$ cat src/verilog/ifd_pkg.sv
// Purpose: Shared constants and types for the instruction field decoder.
// Assumes: Instruction bit n, counted from the left, sits at word bit 63-n.
// Notes: 32-bit instructions occupy word bits 63:32, low half ignored.
//
// What this block does
// - Function code is the leftmost eight bits of every instruction, read as hex.
// - All 256 codes exist; unassigned codes are flagged and never marked valid.
// - Codes 00-7F are 32-bit words, codes 80-FF are 64-bit words.
// - Subfunction field comes from instruction bit positions 8 to 15.
// - Subfunction bit 0 is instruction bit 8, numbered left to right to 7.
// - Subfunction bits pick operand length and normal or broadcast sources.
// - Format 5 has destination in bits 8-15 and 48-bit immediate in 16-63.
// - CD and CE use low 24 immediate bits; BE and BF use all 48.
// - Format 6 has destination in bits 8-15 and 16-bit immediate in 16-31.
// - Format A takes old-state register from 8-15, new-state from 24-31.
// - Branch 33 carries a 6-bit immediate naming the tested flag bit.
// - Formats 9 and B hold a 2-bit branch condition inside subfunction.
// - Formats 9 and B hold a 2-bit object bit alter code in subfunction.
// - Format C result is 48-bit sum of A and X, top 16 bits zero.
// - Format C branch base is the low 48 bits of the B register.
// - Formats 1 and 3 source selectors name length and base registers.
// - Format 2 source selectors name base-address-only registers.
// - Formats 1 to 3 result selector names result length and base register.
// - Format 1 register after the result register supplies C and Z offset.

package ifd_pkg;

  localparam int WORD_W = 64;
  localparam int SEL_W = 8;
  // Most significant word bit of each byte slot, taken with -: 8
  localparam int FUNC_MSB = 63;
  localparam int SUB_MSB = 55;
  localparam int SLOT2_MSB = 47;
  localparam int SLOT3_MSB = 39;
  localparam int SLOT4_MSB = 31;
  localparam int SLOT5_MSB = 23;
  localparam int SLOT6_MSB = 15;
  localparam int SLOT7_MSB = 7;
  // Immediates
  localparam int IMM48_MSB = 47;
  localparam int IMM48_W = 48;
  localparam int IMM24_W = 24;
  localparam int IMM16_MSB = 47;
  localparam int IMM16_W = 16;
  localparam int BITSEL_MSB = 37;
  localparam int BITSEL_W = 6;
  // Code bit that picks a long word
  localparam int LONG_CODE_BIT = 7;
  // Subfunction bit numbers
  localparam int G_LEN_BIT = 0;
  localparam int G_BCAST_BIT = 1;
  localparam int G_COND_BIT = 0;
  localparam int G_ALTER_BIT = 2;
  localparam int ADDR_W = 48;
  localparam int CLR_W = 16;
  // Function codes
  localparam logic [7:0] CODE_REG2A = 8'h2a;
  localparam logic [7:0] CODE_BR32 = 8'h32;
  localparam logic [7:0] CODE_BR33 = 8'h33;
  localparam logic [7:0] CODE_IX3E = 8'h3e;
  localparam logic [7:0] CODE_IX3F = 8'h3f;
  localparam logic [7:0] CODE_IX4D = 8'h4d;
  localparam logic [7:0] CODE_IX4E = 8'h4e;
  localparam logic [7:0] CODE_BRC_LO = 8'hb0;
  localparam logic [7:0] CODE_BRC_HI = 8'hb5;
  localparam logic [7:0] CODE_BR_B6 = 8'hb6;
  localparam logic [7:0] CODE_IX_BE = 8'hbe;
  localparam logic [7:0] CODE_IX_BF = 8'hbf;
  localparam logic [7:0] CODE_IX_CD = 8'hcd;
  localparam logic [7:0] CODE_IX_CE = 8'hce;
  localparam logic [63:0] WORD_RST = 64'h0;

  typedef enum logic [2:0] {
    FMT_NONE,
    FMT_IMM48,
    FMT_IMM16,
    FMT_STATE,
    FMT_BIT32,
    FMT_BIT33,
    FMT_BRC
  } ifd_fmt_t;

  typedef struct packed {
    logic [7:0] funcCode;
    logic isLong;
    ifd_fmt_t fmt;
    logic [7:0] subFunc;
    logic operandLong;
    logic broadcast;
    logic [1:0] branchCond;
    logic [1:0] bitAlter;
    logic [7:0] selR;
    logic [7:0] selS;
    logic [7:0] selT;
    logic [7:0] selX;
    logic [7:0] selA;
    logic [7:0] selY;
    logic [7:0] selB;
    logic [7:0] selZ;
    logic [7:0] selC;
    logic [7:0] selCNext;
    logic [47:0] immOperand;
    logic [5:0] flagBitSel;
  } ifd_fields_t;

endpackage

$ cat src/verilog/ifd_instruction_field_decoder.sv
// Purpose: Splits fetched instruction words into designator fields.
// Assumes: Fetch logic and register operands share mclk; no synchronisers.
// Notes: All outputs except fetchReady are registered on the edge that accepts the word.
`timescale 1ns/1ps

module ifd_instruction_field_decoder (
  mclk,
  rst,
  fetchValid,
  fetchWord,
  opAValue,
  opXValue,
  opBValue,
  fetchReady,
  decValid,
  decIllegal,
  decFields,
  resultSelOdd,
  branchSum,
  branchBase
);

  input wire logic mclk;
  input wire logic rst;
  input wire logic fetchValid;
  input wire logic [63:0] fetchWord;
  input wire logic [63:0] opAValue;
  input wire logic [63:0] opXValue;
  input wire logic [63:0] opBValue;
  output logic fetchReady;
  output logic decValid;
  output logic decIllegal;
  output ifd_pkg::ifd_fields_t decFields;
  output logic resultSelOdd;
  output logic [63:0] branchSum;
  output logic [47:0] branchBase;

  // Handshake and output state
  logic readyReg;
  logic readyNext;
  logic validReg;
  logic validNext;
  logic illegalReg;
  logic illegalNext;
  logic oddReg;
  logic oddNext;
  ifd_pkg::ifd_fields_t fieldsReg;
  ifd_pkg::ifd_fields_t fieldsNext;
  logic [63:0] sumReg;
  logic [63:0] sumNext;
  logic [47:0] baseReg;
  logic [47:0] baseNext;

  // Combinational decode results
  logic accept;
  logic [7:0] code;
  logic [7:0] gField;
  logic [7:0] subBits;
  logic codeAssigned;
  logic codeLong;
  ifd_pkg::ifd_fmt_t codeFmt;
  logic [63:0] sumComb;
  logic [47:0] baseComb;
  logic [47:0] imm48;
  logic [15:0] imm16;
  logic [7:0] slotC;
  ifd_pkg::ifd_fields_t f;

  assign accept = fetchValid && readyReg;
  assign code = fetchWord[ifd_pkg::FUNC_MSB -: 8];
  assign gField = fetchWord[ifd_pkg::SUB_MSB -: 8];
  assign imm48 = fetchWord[ifd_pkg::IMM48_MSB -: ifd_pkg::IMM48_W];
  assign imm16 = fetchWord[ifd_pkg::IMM16_MSB -: ifd_pkg::IMM16_W];
  assign slotC = fetchWord[ifd_pkg::SLOT7_MSB -: 8];

  ifd_code_class u_class (
    .code(code),
    .assigned(codeAssigned),
    .isLong(codeLong),
    .fmt(codeFmt)
  );

  ifd_branch_sum u_sum (
    .opA(opAValue),
    .opX(opXValue),
    .opB(opBValue),
    .sum(sumComb),
    .base(baseComb)
  );

  // Subfunction bit i is the i-th bit from the left of the field
  genvar gi;
  generate
    for (gi = 0; gi < 8; gi++) begin : g_sub
      assign subBits[gi] = gField[7 - gi];
    end
  endgenerate

  // Field extraction
  always_comb begin
    f = '0;
    f.funcCode = code;
    f.isLong = codeLong;
    f.fmt = codeFmt;
    f.subFunc = subBits;
    f.operandLong = subBits[ifd_pkg::G_LEN_BIT];
    f.broadcast = subBits[ifd_pkg::G_BCAST_BIT];
    f.selR = gField;
    f.selS = fetchWord[ifd_pkg::SLOT2_MSB -: 8];
    f.selT = fetchWord[ifd_pkg::SLOT3_MSB -: 8];
    if (codeLong) begin
      // Long vector, string and format C selector slots
      f.selX = fetchWord[ifd_pkg::SLOT2_MSB -: 8];
      f.selA = fetchWord[ifd_pkg::SLOT3_MSB -: 8];
      f.selY = fetchWord[ifd_pkg::SLOT4_MSB -: 8];
      f.selB = fetchWord[ifd_pkg::SLOT5_MSB -: 8];
      f.selZ = fetchWord[ifd_pkg::SLOT6_MSB -: 8];
      f.selC = slotC;
      f.selCNext = 8'(slotC + 8'h01);
    end
    case (codeFmt)
      ifd_pkg::FMT_IMM48: begin
        f.selR = gField;
        if (code == ifd_pkg::CODE_IX_CD || code == ifd_pkg::CODE_IX_CE) begin
          f.immOperand = {24'h0, imm48[ifd_pkg::IMM24_W-1:0]};
        end else begin
          f.immOperand = imm48;
        end
      end
      ifd_pkg::FMT_IMM16: begin
        f.selR = gField;
        f.immOperand = {32'h0, imm16};
      end
      ifd_pkg::FMT_BIT32: begin
        f.branchCond = {subBits[ifd_pkg::G_COND_BIT], subBits[ifd_pkg::G_COND_BIT+1]};
        f.bitAlter = {subBits[ifd_pkg::G_ALTER_BIT], subBits[ifd_pkg::G_ALTER_BIT+1]};
      end
      ifd_pkg::FMT_BIT33: begin
        f.branchCond = {subBits[ifd_pkg::G_COND_BIT], subBits[ifd_pkg::G_COND_BIT+1]};
        f.bitAlter = {subBits[ifd_pkg::G_ALTER_BIT], subBits[ifd_pkg::G_ALTER_BIT+1]};
        f.flagBitSel = fetchWord[ifd_pkg::BITSEL_MSB -: ifd_pkg::BITSEL_W];
      end
      ifd_pkg::FMT_BRC: begin
        f.selC = slotC;
      end
      default: begin
        // Short register style: R old state, T new state in format A
        f.selR = gField;
        f.selS = fetchWord[ifd_pkg::SLOT2_MSB -: 8];
        f.selT = fetchWord[ifd_pkg::SLOT3_MSB -: 8];
      end
    endcase
  end

  // Handshake group: ready from the first edge after reset
  always_comb begin
    readyNext = 1'b1;
  end

  always_ff @(posedge mclk or posedge rst) begin
    if (rst) begin
      readyReg <= 1'b0;
    end else begin
      readyReg <= readyNext;
    end
  end

  // Answer group: one-cycle pulse per accepted word
  always_comb begin
    validNext = 1'b0;
    illegalNext = 1'b0;
    if (accept) begin
      validNext = codeAssigned;
      illegalNext = !codeAssigned;
    end
  end

  always_ff @(posedge mclk or posedge rst) begin
    if (rst) begin
      validReg <= 1'b0;
      illegalReg <= 1'b0;
    end else begin
      validReg <= validNext;
      illegalReg <= illegalNext;
    end
  end

  // Field group: held until the next accepted word
  always_comb begin
    fieldsNext = fieldsReg;
    oddNext = oddReg;
    if (accept) begin
      fieldsNext = f;
      oddNext = codeLong && slotC[0];
    end
  end

  always_ff @(posedge mclk or posedge rst) begin
    if (rst) begin
      fieldsReg <= '0;
      oddReg <= 1'b0;
    end else begin
      fieldsReg <= fieldsNext;
      oddReg <= oddNext;
    end
  end

  // Branch group: sum and base only for format C codes
  always_comb begin
    sumNext = sumReg;
    baseNext = baseReg;
    if (accept) begin
      if (codeFmt == ifd_pkg::FMT_BRC) begin
        sumNext = sumComb;
        baseNext = baseComb;
      end else begin
        sumNext = ifd_pkg::WORD_RST;
        baseNext = '0;
      end
    end
  end

  always_ff @(posedge mclk or posedge rst) begin
    if (rst) begin
      sumReg <= ifd_pkg::WORD_RST;
      baseReg <= '0;
    end else begin
      sumReg <= sumNext;
      baseReg <= baseNext;
    end
  end

  assign fetchReady = readyReg;
  assign decValid = validReg;
  assign decIllegal = illegalReg;
  assign decFields = fieldsReg;
  assign resultSelOdd = oddReg;
  assign branchSum = sumReg;
  assign branchBase = baseReg;

endmodule

$ cat src/verilog/ifd_code_class.sv
// Purpose: Classifies a function code into format, length and assignment.
// Assumes: Pure combinational, same clock domain as the decoder.
// Notes: Only codes with a known field layout count as assigned.
`timescale 1ns/1ps

module ifd_code_class (
  input wire logic [7:0] code,
  output logic assigned,
  output logic isLong,
  output ifd_pkg::ifd_fmt_t fmt
);

  always_comb begin
    isLong = code[ifd_pkg::LONG_CODE_BIT];
    fmt = ifd_pkg::FMT_NONE;
    if (code >= ifd_pkg::CODE_BRC_LO && code <= ifd_pkg::CODE_BRC_HI) begin
      fmt = ifd_pkg::FMT_BRC;
    end
    case (code)
      ifd_pkg::CODE_IX_BE, ifd_pkg::CODE_IX_BF, ifd_pkg::CODE_IX_CD,
      ifd_pkg::CODE_IX_CE, ifd_pkg::CODE_BR_B6: fmt = ifd_pkg::FMT_IMM48;
      ifd_pkg::CODE_IX3E, ifd_pkg::CODE_IX3F, ifd_pkg::CODE_IX4D,
      ifd_pkg::CODE_IX4E, ifd_pkg::CODE_REG2A: fmt = ifd_pkg::FMT_IMM16;
      ifd_pkg::CODE_BR32: fmt = ifd_pkg::FMT_BIT32;
      ifd_pkg::CODE_BR33: fmt = ifd_pkg::FMT_BIT33;
      default: ;
    endcase
    assigned = (fmt != ifd_pkg::FMT_NONE);
  end

endmodule

$ cat src/verilog/ifd_branch_sum.sv
// Purpose: Forms the format C index sum and branch base address.
// Assumes: Register operands arrive alongside the instruction word.
// Notes: Sum wraps modulo two to the 48th.
`timescale 1ns/1ps

module ifd_branch_sum (
  input wire logic [63:0] opA,
  input wire logic [63:0] opX,
  input wire logic [63:0] opB,
  output logic [63:0] sum,
  output logic [47:0] base
);

  logic [47:0] low;

  always_comb begin
    low = opA[ifd_pkg::ADDR_W-1:0] + opX[ifd_pkg::ADDR_W-1:0];
    sum = {{ifd_pkg::CLR_W{1'b0}}, low};
    base = opB[ifd_pkg::ADDR_W-1:0];
  end

endmodule

$ cat config.mk
export PLATFORM = sky130hd
export DESIGN_NAME = ifd_instruction_field_decoder
export DESIGN_NICKNAME = d
export VERILOG_FILES = /design/src/verilog/ifd_pkg.sv /design/src/verilog/ifd_instruction_field_decoder.sv /design/src/verilog/ifd_code_class.sv /design/src/verilog/ifd_branch_sum.sv
export SDC_FILE = /design/constraint.sdc
export NUM_CORES = 1
export LEC_CHECK = 0
export BUFFER_PORTS_ARGS = -buffer_cell sky130_fd_sc_hd__buf_2
export CORE_AREA = 2 2 211 213
export DETAILED_ROUTE_END_ITERATION = 8
export DIE_AREA = 0 0 213 215
export HOLD_SLACK_MARGIN = 0.15
export SLEW_MARGIN = 10
export SYNTH_ARGS = -nofsm -noshare
export SYNTH_HDL_FRONTEND = slang
export SYNTH_HIERARCHICAL = 1
export SYNTH_SLANG_ARGS = --single-unit
$ cat constraint.sdc
create_clock -name mclk -period 20.7 [get_ports mclk]
set_input_delay 1.035 -clock mclk [delete_from_list [all_inputs] [get_ports mclk]]
set_output_delay 1.035 -clock mclk [all_outputs]
set_load 0.005 [all_outputs]
# Word level (Yosys, flattened, before mapping)
# Index checks and enable logic that the tools add are counted.
classes:
  add_sub_neg: 2
  order_cmp: 2
  muxes: 12
  n_reduce_logical: 9
  eq_ne: 17
op_table:
  columns: ["cell", "count"]
  rows:
  - ["$mux 48", 3]
  - ["$pmux 48 s2", 1]
  - ["$mux 56", 1]
  - ["$add 48x48->48", 1]
  - ["$eq 8x6->1 const B", 5]
  - ["$eq 8x8->1 const B", 5]
  - ["$eq 8x7->1 const B", 2]
  - ["$pmux 3 s4", 1]
  - ["$reduce_or 5->1", 2]
  - ["$eq 3x3->1 const B", 3]
  - ["$add 8x1->8 const B", 1]
  - ["$ge 8x8->1 const B", 1]
  - ["$le 8x8->1 const B", 1]
  - ["$mux 8", 1]
  - ["$mux 6", 1]
  - ["$mux 4", 1]
  - ["$eq 3x1->1 const B", 1]
  - ["$eq 3x2->1 const B", 1]
  - ["$logic_and 1x1->1", 3]
  - ["$mux 3", 1]
  - ["$reduce_bool 3->1", 1]
  - ["$mux 1", 2]
  - ["$reduce_or 2->1", 1]
  - ["$logic_not 1->1", 1]
  - ["$logic_or 1x1->1", 1]
totals:
  reg_bits: 276
  word_cells: 68
  out_inout_bits: 276

# Depth between registers and ports, before layout
depth:
  depth_word: 7
  mapped_depth: 12

# By module
# Netlist, hierarchy kept.
modules_own_cells:
  columns: ["module", "area_each_um2", "cells_per_inst", "instances"]
  rows:
  - ["ifd_instruction_field_decoder", 10044.6, 829, 1]
  - ["ifd_branch_sum", 3206.8, 462, 1]
  - ["ifd_code_class", 158.9, 22, 1]

# Worst setup path before layout
# Ideal clock, no wire load.
synth_path:
  path_type: "in2reg"
  startpoint: "in opAValue[0]"
  endpoint: "reg sumReg[44] (netlist: branchSum[44])"
  t_required_ps: 20579
  path_slack_ps: 17060
  t_arrival_ps: 3519
  setup_ps: 121
  cell_stages: 12
  path_cell_list: "ha_1 fa_1 a211oi_2 o21ai_1 o2111ai_1 o21ai_1 a31o_2 a2111o_1 a311oi_1 o21bai_1 xor2_1 a22o_1"
synth_between:
  elab_chain_cells: 2
synth_rtl:
  columns: ["element", "line_no", "source"]
  rows:
  - ["start, declared", "ifd_instruction_field_decoder.sv:27", "input wire logic [63:0] opAValue;"]
  - ["$add 48x48->48", "ifd_branch_sum.sv:17", "low = opA[ifd_pkg::ADDR_W-1:0] + opX[ifd_pkg::ADDR_W-1:0];"]
  - ["net sumComb[44]", "ifd_instruction_field_decoder.sv:62", "logic [63:0] sumComb;"]
  - ["$mux 48", "ifd_instruction_field_decoder.sv:213", "if (codeFmt == ifd_pkg::FMT_BRC) begin"]
  - ["end signal, assigned", "ifd_instruction_field_decoder.sv:225", "sumReg <= ifd_pkg::WORD_RST;"]
  - ["end signal, assigned", "ifd_instruction_field_decoder.sv:228", "sumReg <= sumNext;"]
  - ["end, declared", "ifd_instruction_field_decoder.sv:49", "logic [63:0] sumReg;"]
# The timed path passes the listed nets, and every way through them passes these cells.
# A chain may end at the register's enable or synchronous reset.

# Worst setup path after layout
# Same ends and word-level chain as after synthesis.

==> implementation parameters <==
Parameter                              Value

Outcome
  Run status ... complete, no violations

Power
  Power per Cell Area ... a little under 80 nW/um^2
  Leakage power total ... 0.00906 uW
  Peak supply drop ... 0.0000569 V

Synthesis
  Per-instance average area after synthesis ... 10.2 um^2
  Sequential element share of the synthesized area ... 49.6%
  Dominant cells by area after synthesis ... sky130_fd_sc_hd__dfrtp_1 50%, sky130_fd_sc_hd__a22o_1 8.7%, sky130_fd_sc_hd__nand2_1 6.6%
  Synth cell types ... 66
  Synth Flop Type ... sky130_fd_sc_hd__dfrtp_1
  Count of mapped cells out of synthesis ... 1313
  Netlist area before placement ... ~13000 um^2
  Yosys warning count ... 6
  Number of synthesized flops with an enable pin ... 0
  Flops & latches, synth ... 266
  Fraction of registers with async set or reset after synthesis ... 100%
  Area share of the largest cell type after synthesis ... 49.6%
  Largest area contributor in the netlist ... sky130_fd_sc_hd__dfrtp_1

Setup path
  Startpoint of the worst register-to-register path ... fetchReady$_DFF_PP0_
  Critical path start-end classification ... in2reg
  Largest fanout of any net on the critical path ... 4
  Worst setup path end ... branchSum[44]$_DFFE_PP0P_
  Number of buffer and inverter stages on the critical path ... 1
  Biggest cell delay along the critical path ... approximately 0.45 ns
  Reg-to-reg setup timing slack ... 17.54 ns
  Type of destination of the critical path ... flop
  Slowest CP cell ... sky130_fd_sc_hd__fa_1
  Kind of launch point of the worst setup path ... primary input
  Crit-path most repeated cell ... sky130_fd_sc_hd__o21ai_1
  Top Family by Delay on Critical Path ... compound AO/OA/AOI/OAI gates
  Arrival time at the worst endpoint ... roughly 4.2 ns
  Depth of the critical timing path with buffers and inverters included ... 13
  Cell depth of the worst flop-to-flop path ... 5
  Data required time of the critical path ... 21.17 ns
  Critical-path cell list ... buf_2 -> ha_1 -> fa_1 -> a211oi_2 -> o21ai_1 -> o2111ai_1 -> o21ai_1 -> a31o_2 -> a2111o_1 -> a311oi_1 -> o21bai_1 -> xor2_1 -> a22o_1
  Reg2Reg Capture Point ... branchBase[2]$_DFFE_PP0P_
  First element of the critical path ... opAValue[0]

Timing
  Worst hold slack ... roughly 0.46 ns
  Relative slew slack ... 29.8%
  Final worst-path cycle share ... about 18%
  Final Max Slew Viols ... 0
  Unrepaired setup endpoints after global routing ... no
  Worst-case clock skew ... between 0.02 and 0.025 ns
  Maximum achievable frequency ... between 200 and 300 MHz
  Tightest Pin Transition ... 1.05 ns
  Number of endpoints with negative hold slack in the final report ... 0
  Setup violations, final ... 0
  Crit path time final ... 3.69 ns
  Final setup TNS ... 0 ns

Global route
  All-Layer GR Usage ... 18.6%
  Number of global-route vias before repair ... 11700
  Global-route wire length before repair ... about 67 mm
  Number of antenna violations at the first check in global routing ... 0
  Maximum number of pins on one net before global-route repair ... 102
  Sum of overflow across all layers after global routing ... 0

Place
  Routability congestion estimate from global placement ... 0.904
  DP HPWL ... 31.4 mm
  Port bufs ... 486
  Placed cells ... 2256

Worst hold path
  Path class of the lowest-slack min-delay path ... reg2reg
  Hold path start ... decFields[72]$_DFFE_PP0P_
  Number of cells traversed by the worst hold path ... 2

Clocking
  CTS root buffer ... sky130_fd_sc_hd__clkbuf_16
  CTS tree ... built
  Sink count of the clock tree ... 266
  Setup Buffers After CTS ... 0
  Largest buffer count on any clock path ... 3
  H-tree depth reported by CTS ... 1
  CTS-repair resized insts ... 0
  Insertion delay of the later-clocked pin in the worst-skew pair ... 0.57 ns
  CTS clk-pin slew, worst paths ... 0.06 ns
  Total clock buffers created by CTS ... 31
  CTS hold repair buffers ... 0

Floorplan
  Core footprint ... 43600 um^2
  Die extent in x ... 213 um
  Floorplan die height ... 215 um
  Die area ... 45800 um^2
  Initial core utilization ... 30.7%
  I/O pins ... about 540
  Site row count ... 77

Final layout
  # diodes ... 0
  Cell Count, Final, Fillers Out ... 2311
  Fill cell count ... roughly 4400
  Number of nets in the finished design ... 2005
  Seq. cell area ... approximately 6700 um^2
  Fraction of layout cells with a size suffix above 1 ... 32.7%
  Multi-input combinational cell area ... around 5800 um^2
  Area added between synthesis and finish ... 24.9%

Detailed routing
  DRC violations left ... 0
  Post-detailed-route wirelength per cell ... 19.1 um
  Number of violations reported at the end of detailed-routing iteration 0 ... around 870
  Routed WL ... 44.0 mm
  DR vias/cell ... between 5 and 6
  Antenna viol nets, final ... 0
  Overall via count from detail_route ... 11600
  First-pass detailed-route iteration total ... 5

Flow run
  Max-cap viol count ... 0
==> cell usage after synthesis, types with 10 or more instances <==
cell                       count
sky130_fd_sc_hd__buf_4        86
sky130_fd_sc_hd__a21oi_1      57
sky130_fd_sc_hd__and2_1       15
sky130_fd_sc_hd__nand3_1      54
sky130_fd_sc_hd__nor2b_1      11
sky130_fd_sc_hd__nor2_1       30
sky130_fd_sc_hd__ha_1         48
sky130_fd_sc_hd__a21o_1       23
sky130_fd_sc_hd__inv_1        15
sky130_fd_sc_hd__xnor2_1      25
sky130_fd_sc_hd__nand4_1      23
sky130_fd_sc_hd__buf_2        25
sky130_fd_sc_hd__a221o_1      18
sky130_fd_sc_hd__a32o_1       24
sky130_fd_sc_hd__a22o_1      133
sky130_fd_sc_hd__dfrtp_1     266
sky130_fd_sc_hd__o21a_1       10
sky130_fd_sc_hd__nand2_1     235
sky130_fd_sc_hd__o21ai_0      43
sky130_fd_sc_hd__clkbuf_1     42
sky130_fd_sc_hd__xor2_1       23
==> worst register-to-register path: cells and delay by family, from the launching register on <==
family	cells	cell delay, ns
AOI/OAI and AO/OA	1	0.36
and+or+nand+nor	2	0.83
DFF	1	0.74
buffers and inverters	2	1.14
==> where the power goes <==
part           internal (uW)  leakage [uW]  switching (uW)
combinational           83.5       0.00498             127
clock                    300      0.000471             223
sequential               543       0.00360            12.9
==> registers in the layout (all words and copies together), names as in the netlist <==
name          flops
resultSelOdd      1
branchBase       48
decValid          1
decIllegal        1
fetchReady        1
branchSum        64
decFields       150
==> layout by cell type, fill, tap and decap left out, types with 14 or more instances in the layout <==
cell / instances
sky130_fd_sc_hd__a21o_1: 23
sky130_fd_sc_hd__a21oi_1: 57
sky130_fd_sc_hd__a221o_1: 18
sky130_fd_sc_hd__a22o_1: 133
sky130_fd_sc_hd__a32o_1: 24
sky130_fd_sc_hd__and2_1: 14
sky130_fd_sc_hd__buf_2: 486
sky130_fd_sc_hd__clkbuf_16: 31
sky130_fd_sc_hd__conb_1: 17
sky130_fd_sc_hd__dfrtp_1: 266
sky130_fd_sc_hd__ha_1: 48
sky130_fd_sc_hd__inv_1: 14
sky130_fd_sc_hd__nand2_1: 235
sky130_fd_sc_hd__nand3_1: 54
sky130_fd_sc_hd__nand4_1: 23
sky130_fd_sc_hd__nor2_1: 30
sky130_fd_sc_hd__o21ai_0: 43
sky130_fd_sc_hd__xnor2_1: 25
sky130_fd_sc_hd__xor2_1: 23
==> metal layers <==
metal / GRT usage (%) / part of all wire, % / vias up
li1: - / - / 5427
met1: 23.7 / 42 / 5689
met2: 31.7 / 48 / 452
met3: 3.24 / 6.6 / 79
met4: 6.06 / 3.0 / 0
met5: 0 / 0 / -
==> layout make-up <==
class / count / share of cell area [%]
Timing Repair Buffer: 497 / 15.0
Clock inverter: 9 / 0.366
Sequential cell: 266 / 39.7
Clock buffer: 46 / 5.38
Inverter: 15 / 0.381
Multi-Input combinational cell: 886 / 34.7
Tap cell: 592 / 4.42
==> logic make-up (layout without fill, tap and decap cells) <==
group,after synthesis,in the layout,share of synthesized area [%]
and+or+nand+nor,409,409,14.0
AOI/OAI and AO/OA,363,363,20.9
adders and majority gates,49,49,4.63
DFF,266,266,49.6
other,2,17,0.0560
buffers and inverters,176,567,7.62
xor gates and xnor gates,48,48,3.13
==> worst min-delay path by stage <==
| stage | slack (ns) | endpoint |
|---|---|---|
| global placement | 0.45 | decFields[92]$_DFFE_PP0P_ |
| finish | 0.46 | decFields[72]$_DFFE_PP0P_ |
| floorplan | 0.46 | decFields[100]$_DFFE_PP0P_ |
| CTS | 0.46 | decFields[104]$_DFFE_PP0P_ |
| global route | 0.48 | decFields[72]$_DFFE_PP0P_ |
| detailed placement | 0.45 | decFields[72]$_DFFE_PP0P_ |
==> stage by stage <==
step | power, uW | setup WS, ns | util, % | area (um^2)
2_1_floorplan | 696 | 12.34 | - | 13500
3_3_place_gp | 773 | 16.49 | 36.2 | 15800
3_5_place_dp | 776 | 16.46 | 36.2 | 15800
4_1_cts | 1310 | 17.06 | 38.4 | 16800
5_1_grt | 1360 | 16.88 | 38.4 | 16800
6_report | 1290 | 17.01 | 38.4 | 16800
No activity file was read; power rests on OpenSTA's default activity.
